File: config.mk
export PLATFORM = sky130hd
export DESIGN_NAME = ppoc_top
export DESIGN_NICKNAME = d
export VERILOG_FILES = /design/src/verilog/ppoc_pkg.sv /design/src/verilog/ppoc_top.sv /design/src/verilog/ppoc_ocs_filter.sv
export SDC_FILE = /design/constraint.sdc
export NUM_CORES = 1
export LEC_CHECK = 0
export ABC_AREA = 1
export BUFFER_PORTS_ARGS = -buffer_cell sky130_fd_sc_hd__clkbuf_2
export CAP_MARGIN = 0
export CORE_UTILIZATION = 25
export DETAILED_ROUTE_END_ITERATION = 8
export GPL_TIMING_DRIVEN = 0
export PLACE_DENSITY_LB_ADDON = 0.25
export SYNTH_ARGS = -nofsm -noshare
export SYNTH_HDL_FRONTEND = slang
export SYNTH_SLANG_ARGS = --single-unit
File: constraint.sdc
create_clock -name mclk -period 5.7 [get_ports mclk]
set_input_delay 0 -clock mclk [delete_from_list [all_inputs] [get_ports mclk]]
set_output_delay 0 -clock mclk [all_outputs]
set_load 0.02 [all_outputs]
File: src/verilog/ppoc_pkg.sv
// Package with constants and types for port power and overcurrent control
package ppoc_pkg;
  // Core clock period and one millisecond in nanoseconds
  localparam int PPOC_CLK_NS = 10;
  localparam int PPOC_MS_NS = 1_000_000;
  // Core clock cycles in one millisecond
  localparam int PPOC_MS_CYCLES = PPOC_MS_NS / PPOC_CLK_NS;
  // Number of downstream ports
  localparam int PPOC_NPORTS = 6;
  // Field widths of the timing configuration
  localparam int PPOC_WIDTH_W = 4;
  localparam int PPOC_TIMER_W = 8;
  // Default single pulse width, 5 ms
  localparam logic [3:0] PPOC_WIDTH_RST = 4'h5;
  // Default double pulse window, 20 ms
  localparam logic [7:0] PPOC_WINDOW_RST = 8'h14;
  // Default turn-on lockout, 10 ms
  localparam logic [7:0] PPOC_LOCKOUT_RST = 8'h0A;
  // Largest value of the low-run millisecond counter
  localparam logic [3:0] PPOC_LOW_MAX = 4'hF;

  // Overcurrent filter timing, all in milliseconds
  typedef struct packed {
    logic [3:0] min_width;  // Single low pulse width
    logic [7:0] dbl_window; // Double pulse window
    logic [7:0] lockout;    // Ignore time after power on
  } ppoc_ocs_cfg_t;

  // Default timing set
  localparam ppoc_ocs_cfg_t PPOC_OCS_CFG_RST =
    '{PPOC_WIDTH_RST, PPOC_WINDOW_RST, PPOC_LOCKOUT_RST};
endpackage

File: src/verilog/ppoc_top.sv
// Downstream port power control and overcurrent sense for a hub
//
// Overview of operation
// One pin drives power, senses overcurrent
// Ganged or individual port control modes
// Ganged mode only from stored configuration
// Shared pin controls all ports when ganged
// Shared overcurrent flags every port
// Individual mode is the reset default
// Power off: drive low, pull-up off
// Power on: release driver, pull-up on
// Switch pulls pin low on fault
// Low while powered is overcurrent candidate
// Filter transient lows on power up
// Per-port charging supply indication
// Reset restores all defaults
// Sample pin continuously while enabled
// Continuous low for pulse width
// Two low groupings within window
// Ignore sense during turn-on lockout
// Sticky flag plus event to controller
// Prescaled ms timing, synchronised pins
`timescale 1ns/100ps
`default_nettype none
module ppoc_top #(
  parameter int NPORTS = ppoc_pkg::PPOC_NPORTS,
  parameter int MS_CYCLES = ppoc_pkg::PPOC_MS_CYCLES
) (
  // Clock and reset
  input wire logic mclk,
  input wire logic rst_n,
  // Stored configuration
  input wire logic gang_mode_cfg,
  input wire ppoc_pkg::ppoc_ocs_cfg_t ocs_cfg,
  input wire logic [NPORTS-1:0] bc_supply_cfg,
  // Hub control
  input wire logic [NPORTS-1:0] port_pwr_en,
  input wire logic [NPORTS-1:0] oc_clear,
  // Per-port control and sense pins
  input wire logic [NPORTS-1:0] port_power_sense_pins_in,
  output logic [NPORTS-1:0] port_power_sense_pins_out_q,
  output logic [NPORTS-1:0] port_power_sense_pins_oe_q,
  output logic [NPORTS-1:0] port_power_sense_pins_pu_q,
  // Shared ganged pin
  input wire logic shared_power_sense_pin_in,
  output logic shared_power_sense_pin_out_q,
  output logic shared_power_sense_pin_oe_q,
  output logic shared_power_sense_pin_pu_q,
  // Status
  output logic gang_mode_q,
  output logic [NPORTS-1:0] oc_flag_q,
  output logic [NPORTS-1:0] oc_event_q,
  output logic [NPORTS-1:0] bc_supply_ind_q
);
  import ppoc_pkg::*;

  logic cfg_done_q;           // Mode captured after reset
  logic [31:0] pre_q;         // Millisecond prescaler
  logic ms_tick_q;            // One-cycle millisecond tick
  logic [NPORTS:0] chan_pwr;  // Power on per filter channel
  logic [NPORTS:0] chan_raw;  // Raw pin per filter channel
  logic [NPORTS:0] chan_det;  // Detection per filter channel
  logic [NPORTS-1:0] oc_set;  // Flag set per port
  logic [NPORTS-1:0] pwr_eff; // Port powered in the current mode
  logic shared_power_sense_pin;             // Shared pin powered

  // mode captured once after reset
  always_ff @(posedge mclk) begin
    if (!rst_n) begin
      cfg_done_q <= 1'b0;
      gang_mode_q <= 1'b0;
    end else if (!cfg_done_q) begin
      cfg_done_q <= 1'b1;
      gang_mode_q <= gang_mode_cfg;
    end
  end

  // millisecond prescaler
  always_ff @(posedge mclk) begin
    if (!rst_n) begin
      pre_q <= 32'h0000_0000;
      ms_tick_q <= 1'b0;
    end else if (pre_q == 32'(MS_CYCLES - 1)) begin
      pre_q <= 32'h0000_0000;
      ms_tick_q <= 1'b1;
    end else begin
      pre_q <= pre_q + 32'h0000_0001;
      ms_tick_q <= 1'b0;
    end
  end

  // shared pin powered while ganged and any port is on
  assign shared_power_sense_pin = gang_mode_q && (|port_pwr_en);
  assign pwr_eff = gang_mode_q ? {NPORTS{shared_power_sense_pin}} : port_pwr_en;

  // one filter per port pin plus the shared pin
  genvar gi;
  generate
    for (gi = 0; gi <= NPORTS; gi++) begin : g_chan
      if (gi < NPORTS) begin : g_port
        assign chan_pwr[gi] = !gang_mode_q && port_pwr_en[gi];
        assign chan_raw[gi] = port_power_sense_pins_in[gi];
      end else begin : g_shared
        assign chan_pwr[gi] = shared_power_sense_pin;
        assign chan_raw[gi] = shared_power_sense_pin_in;
      end
      ppoc_ocs_filter u_filter (
        .mclk(mclk),
        .rst_n(rst_n),
        .ms_tick(ms_tick_q),
        .pwr_on(chan_pwr[gi]),
        .sense_raw(chan_raw[gi]),
        .cfg(ocs_cfg),
        .oc_det_q(chan_det[gi])
      );
    end
  endgenerate

  // shared detection flags every port
  assign oc_set = gang_mode_q ? {NPORTS{chan_det[NPORTS]}}
                              : chan_det[NPORTS-1:0];

  // open-drain pin control
  always_ff @(posedge mclk) begin
    if (!rst_n) begin
      port_power_sense_pins_out_q <= '0;
      port_power_sense_pins_oe_q <= '1;
      port_power_sense_pins_pu_q <= '0;
      shared_power_sense_pin_out_q <= 1'b0;
      shared_power_sense_pin_oe_q <= 1'b1;
      shared_power_sense_pin_pu_q <= 1'b0;
    end else begin
      port_power_sense_pins_out_q <= '0;
      port_power_sense_pins_oe_q <= ~chan_pwr[NPORTS-1:0];
      port_power_sense_pins_pu_q <= chan_pwr[NPORTS-1:0];
      shared_power_sense_pin_out_q <= 1'b0;
      shared_power_sense_pin_oe_q <= !shared_power_sense_pin;
      shared_power_sense_pin_pu_q <= shared_power_sense_pin;
    end
  end

  // sticky flags, set wins
  always_ff @(posedge mclk) begin
    if (!rst_n) begin
      oc_flag_q <= '0;
      oc_event_q <= '0;
    end else begin
      oc_flag_q <= oc_set | (oc_flag_q & ~oc_clear);
      oc_event_q <= oc_set;
    end
  end

  // charging supply indication per port
  always_ff @(posedge mclk) begin
    if (!rst_n) begin
      bc_supply_ind_q <= '0;
    end else begin
      bc_supply_ind_q <= bc_supply_cfg & pwr_eff;
    end
  end
endmodule
`default_nettype wire

File: src/verilog/ppoc_ocs_filter.sv
// Overcurrent sense filter for one control and sense pin
`timescale 1ns/100ps
`default_nettype none
module ppoc_ocs_filter (
  // Clock and reset
  input wire logic mclk,
  input wire logic rst_n,
  // Millisecond tick from the prescaler
  input wire logic ms_tick,
  // Port power is on for this pin
  input wire logic pwr_on,
  // Raw pin level, asynchronous
  input wire logic sense_raw,
  // Timing configuration
  input wire ppoc_pkg::ppoc_ocs_cfg_t cfg,
  // One-cycle overcurrent detection
  output logic oc_det_q
);
  import ppoc_pkg::*;

  logic s1_q, s2_q, s3_q; // Pin synchroniser stages
  logic lvl_q;            // Filtered pin level
  logic pwr_q;            // Power state last cycle
  logic [7:0] lock_q;     // Lockout ms remaining
  logic [3:0] low_ms_q;   // Length of current low run
  logic low_prev_q;       // Low qualifier last cycle
  logic win_q;            // Double pulse window running
  logic [7:0] win_ms_q;   // Elapsed window time
  logic hold_q;           // Detection already given for this low
  logic low;              // Qualified low sample
  logic start;            // Start of a low grouping
  logic single_hit;
  logic dbl_hit;

  // pin synchronised
  always_ff @(posedge mclk) begin
    if (!rst_n) begin
      s1_q <= 1'b1;
      s2_q <= 1'b1;
      s3_q <= 1'b1;
      lvl_q <= 1'b1;
    end else begin
      s1_q <= sense_raw;
      s2_q <= s1_q;
      s3_q <= s2_q;
      // Level moves once the last two stages agree
      if (s2_q == s3_q) begin
        lvl_q <= s3_q;
      end
    end
  end

  // turn-on lockout
  always_ff @(posedge mclk) begin
    if (!rst_n) begin
      pwr_q <= 1'b0;
      lock_q <= 8'h00;
    end else begin
      pwr_q <= pwr_on;
      if (!pwr_on) begin
        lock_q <= 8'h00;
      end else if (!pwr_q) begin
        lock_q <= cfg.lockout;
      end else if (ms_tick && lock_q != 8'h00) begin
        lock_q <= lock_q - 8'h01;
      end
    end
  end

  // low sampled while enabled
  assign low = pwr_on && pwr_q && lock_q == 8'h00 && !lvl_q;
  assign start = low && !low_prev_q;
  // continuous low width
  assign single_hit = low && low_ms_q >= cfg.min_width;
  // second grouping in window
  assign dbl_hit = start && win_q;

  // Low-run length in milliseconds
  always_ff @(posedge mclk) begin
    if (!rst_n) begin
      low_ms_q <= 4'h0;
      low_prev_q <= 1'b0;
    end else begin
      low_prev_q <= low;
      if (!low) begin
        low_ms_q <= 4'h0;
      end else if (ms_tick && low_ms_q != PPOC_LOW_MAX) begin
        low_ms_q <= low_ms_q + 4'h1;
      end
    end
  end

  // double pulse window, opened by a grouping while closed
  always_ff @(posedge mclk) begin
    if (!rst_n || !pwr_on) begin
      win_q <= 1'b0;
      win_ms_q <= 8'h00;
    end else if (start && !win_q) begin
      win_q <= 1'b1;
      win_ms_q <= 8'h00;
    end else if (win_q && ms_tick) begin
      // Window closes when its time is spent
      if (win_ms_q + 8'h01 >= cfg.dbl_window) begin
        win_q <= 1'b0;
      end
      win_ms_q <= win_ms_q + 8'h01;
    end
  end

  // one detection per low
  always_ff @(posedge mclk) begin
    if (!rst_n) begin
      hold_q <= 1'b0;
      oc_det_q <= 1'b0;
    end else begin
      oc_det_q <= (single_hit || dbl_hit) && !hold_q;
      if (!low) begin
        hold_q <= 1'b0;
      end else if (single_hit || dbl_hit) begin
        hold_q <= 1'b1;
      end
    end
  end
endmodule
`default_nettype wire

==> results.md <==
* Class of the most critical setup path: flip-flop to flip-flop
* Setup repair after global routing missed its margin: no
* Most repeated cell in the gate-level netlist after synthesis: sky130_fd_sc_hd__nand2_1
* Drt first pass iters at 7
* DR vias at roughly 14k
* Antenna violation net count after detailed routing at 0
* Worst stage delay on the critical path at just over 0.4 ns
* Post-synth ARST share at 0%
* Switching part of the total at approximately a quarter
* Number of antenna violations at the first check in global routing at 0
* Number of failing hold endpoints at the final stage at 0
* Number of instances in the synthesized netlist at 2,174
* Global-route congestion overflow total at 0
* Count of input and output buffers at 80
* Weighted congestion reported at the end of routability-driven placement at 0.8422
* Overall routing resource usage at between 10% and 20%
* Switch Pwr at around 1200 uW
* Largest area contributor in the synthesized netlist: sky130_fd_sc_hd__dfxtp_1
* Sink count of the clock tree at approximately 260
* CP max-delay cell: sky130_fd_sc_hd__dfxtp_1
* Critical path, cell by cell: ha_1 > nand3_1 > nor2_1 > nand3_1 > and2_1 > ha_1 > nand2_1 > nor2_1 > nand4_1 > nand3_1 > a21oi_1
* Slew at the pin closest to its max-slew limit at ~0.57 ns
* Primary FF master, synth: sky130_fd_sc_hd__dfxtp_1
* Post-layout min period at approximately 2.1 ns
* X dimension of the die at around 250 microns
* DRC viols at 4
* Most prevalent standard cell on the critical path: sky130_fd_sc_hd__nand3_1
* Footprint of the multi-input gates at roughly 0.0084 sq mm
* Buffer count from post-CTS setup fixing at 0
* PwrDens at between 200 and 300 mW/mm^2
* DRC violation total after the first TritonRoute iteration at 690
* TritonCTS clock tree: done
* Number of filler instances in the final layout at approximately 6.4k
* Depth of the most critical reg-to-reg path at 11
* Number of clock buffers inserted by TritonCTS at 35
* First-pass GRT wire length at 67.08 mm
* H-tree level count at 2
* Share of the cycle needed by the critical path after routing at 37.50%
* Buffers and inverters on the worst path at 0
* Final setup violating endpoints at 0
* Final cell area excluding filler cells at approximately 0.018 sq mm
* Startpoint type of the worst setup path: flip-flop
* Number of stages on the worst setup path at 11
* Power share of the clock group at a little under 50%
* Total count of max-transition violations in the final report at 0
* Core footprint at between 0.05 and 0.06 sq mm
* Clock Tree Root: sky130_fd_sc_hd__clkbuf_16
* Final nets at between 2k and 2.5k
* Via count of the first global-routing pass at around 13k
* Die height at 246.8 microns
* Number of warning messages in the yosys log at 0
* Setup TNS at 0 ns
* Commonest cells in the netlist: sky130_fd_sc_hd__nand2_1 (579), sky130_fd_sc_hd__dfxtp_1 (263), sky130_fd_sc_hd__nor2_1 (251)
* Number of library cell types mapped by synthesis at slightly above 40
* Rel. slew slack at 62.17%
* Min-Delay Path Class: primary input to flip-flop
* N_diodes at 0
* Share of post-route cells with drive strength above 1 at between 10 and 15%
* Hold Crit Depth at 5
* Initial core utilization at about a quarter
* Area of the mapped netlist at approximately 0.015 sq mm
* Critical path capture point type: flip-flop
* Outcome: finished, violations left
* Clock-pin slew on the worst setup and hold paths at around 0.060 ns
* Logic pwr share at under 10%
* Arrival time of the worst setup path at 2.56 ns
* Number of max-cap violations at 0
* Total detailed-routing wirelength at between 40 and 50 mm
* Synth top area share at 35.15%
* Maximum number of pins on one net before global-route repair at 13
* Synth Area per Inst at 6.890 sq um
* Ranking of synthesized cells by area: sky130_fd_sc_hd__dfxtp_1 (35%), sky130_fd_sc_hd__nand2_1 (15%), sky130_fd_sc_hd__ha_1 (9.4%)
* Total half-perimeter wirelength after legalization and detailed placement at 30.62 mm
* EDFF count, synth at 0
* Critical Path Fanout Max at 4
* Cell-internal power at 3410 uW
* Fmax at 467.8 MHz
* Sequential share of power at approximately two fifths
* Reported leakage power at around 0.008 uW
* Register area share after synthesis at approximately a third
* Final Hold Slack at roughly 0.02 ns
* FF+latch count, synth at 263
* Largest delay contributor family on the critical path: simple AND/OR/NAND/NOR gates
* Final setup skew at ~0.026 ns
* Violations in the final reports: design-rule violations
* Via density per instance at 4.445
* Footprint of the flip-flops and latches at approximately 0.0053 sq mm
* Data required time of the critical path at between 6 and 7 ns
* Largest voltage drop on the vdd net at roughly 0.19 mV
* Overall die area at just over 0.06 sq mm
* DR WL/cell at roughly 13 microns
* Clock Latency Late Sink at between 0.5 and 0.6 ns
* Growth of design area from synthesis to finish at 19.40%
* Cell row count at slightly below 90
* Bufs on Longest Clock Path at 3
* Post-Place Cell Area at between 0.015 and 0.02 sq mm
* Number of top-level pins at between 80 and 90
## path summary, 6_finish.rpt
| kind | slack (ns) | start | end |
|---|---|---|---|
| setup / recovery | 3.56 | g_chan[1].u_filter.win_ms_q[0] | g_chan[1].u_filter.win_q |
| setup reg to reg | 3.56 | g_chan[1].u_filter.win_ms_q[0] | g_chan[1].u_filter.win_q |
| hold / removal | 0.02 | ocs_cfg[1] | g_chan[3].u_filter.lock_q[1] |
| hold reg to reg | 0.41 | g_chan[3].u_filter.s1_q | g_chan[3].u_filter.s2_q |
## routing by layer
layer / part of all wire (%) / wire [microns] / GRT usage [%] / vias up
met5: 0 / 0 / 0 / -
met4: 3.0 / 1257 / 4.938 / 0
met3: 3.8 / 1581 / 2.377 / 68
met2: 44 / 18320 / 22.11 / 218
met1: 49 / 20660 / 18.68 / 6341
li1: - / - / - / 7276
## layout make-up
type	instances	share of cell area, %
Sequential cell	263	29.44
Tap cell	773	5.408
Timing Repair Buffer	112	4.030
Inverter	271	5.702
Multi-Input combinational cell	1603	47.13
Clock buffer	49	5.870
Clock inverter	14	0.8116
Buffer	43	1.602
## what timing repair did
item | CTS | global route
gates resized for setup | 0 | 0
hold buffers | 32 | 0
hold endpoints to repair | 45 | 0
## metrics by stage
step | worst slack, ns | std cells | total power (uW) | util [%]
6_report | 3.563 | 3128 | 4619 | 30.24
5_1_grt | 3.306 | 3128 | 4833 | 30.24
4_1_cts | 3.558 | 3128 | 4708 | 30.24
3_5_place_dp | 3.566 | 3033 | 2363 | 27.68
3_3_place_gp | 3.638 | 3033 | 2355 | 27.68
2_1_floorplan | 3.893 | 2180 | 2227 | -
## worst register-to-register path, stage by stage (launching register included)
cell                      delay (ns)
sky130_fd_sc_hd__dfxtp_1        0.41
sky130_fd_sc_hd__ha_1           0.22
sky130_fd_sc_hd__nand3_1        0.11
sky130_fd_sc_hd__nor2_1         0.18
sky130_fd_sc_hd__nand3_1        0.12
sky130_fd_sc_hd__and2_1         0.20
sky130_fd_sc_hd__ha_1           0.27
sky130_fd_sc_hd__nand2_1        0.07
sky130_fd_sc_hd__nor2_1         0.17
sky130_fd_sc_hd__nand4_1        0.11
sky130_fd_sc_hd__nand3_1        0.10
sky130_fd_sc_hd__a21oi_1        0.06
## sequential cells by signal, summed over array words and instances, names as in the netlist, 28 cells and up
name,count
g_chan.u_filter.lock_q,56
g_chan.u_filter.win_ms_q,56
pre_q,32
g_chan.u_filter.low_ms_q,28
## cell usage in the layout, fill, tap and decap left out, types with 9 or more instances in the layout
cell                            count
sky130_fd_sc_hd__nand2_2           19
sky130_fd_sc_hd__clkbuf_16         36
sky130_fd_sc_hd__nor2_1           251
sky130_fd_sc_hd__o21a_1            13
sky130_fd_sc_hd__clkbuf_2          81
sky130_fd_sc_hd__nor3_1            29
sky130_fd_sc_hd__dfxtp_1          263
sky130_fd_sc_hd__nor2_2            23
sky130_fd_sc_hd__buf_4             19
sky130_fd_sc_hd__nand3b_1          17
sky130_fd_sc_hd__ha_1             113
sky130_fd_sc_hd__clkbuf_8          10
sky130_fd_sc_hd__nand4_1           32
sky130_fd_sc_hd__clkbuf_1           9
sky130_fd_sc_hd__nand2_1          579
sky130_fd_sc_hd__nor2_4            12
sky130_fd_sc_hd__dlygate4sd3_1     32
sky130_fd_sc_hd__xnor2_1           13
sky130_fd_sc_hd__or2_2             25
sky130_fd_sc_hd__xor2_1            31
sky130_fd_sc_hd__buf_2             12
sky130_fd_sc_hd__inv_1            250
sky130_fd_sc_hd__inv_2             14
sky130_fd_sc_hd__nand3_1          165
sky130_fd_sc_hd__o21ai_0           63
sky130_fd_sc_hd__a21oi_1          164
## power groups by stage
stage / clock network (uW) / logic [uW] / registers, uW
floorplan: 0 / 288 / 1940
global placement: 0 / 417 / 1940
detailed placement: 0 / 425 / 1940
CTS: 2370 / 444 / 1900
global route: 2430 / 500 / 1900
finish: 2280 / 440 / 1900
## cell families (layout without fill, tap and decap cells)
logic type      Yosys count  count (layout)  synth area share, %
simple gates           1169            1169                34.13
buf+inv                 314             489                8.721
compound gates          269             269                9.890
flops                   263             263                35.15
fa+ha+maj               113             113                9.440
xor+xnor                 44              44                2.573
other cells               1               7              0.02504
mux                       1               1              0.06683
Power figures use the tool's default switching activity.
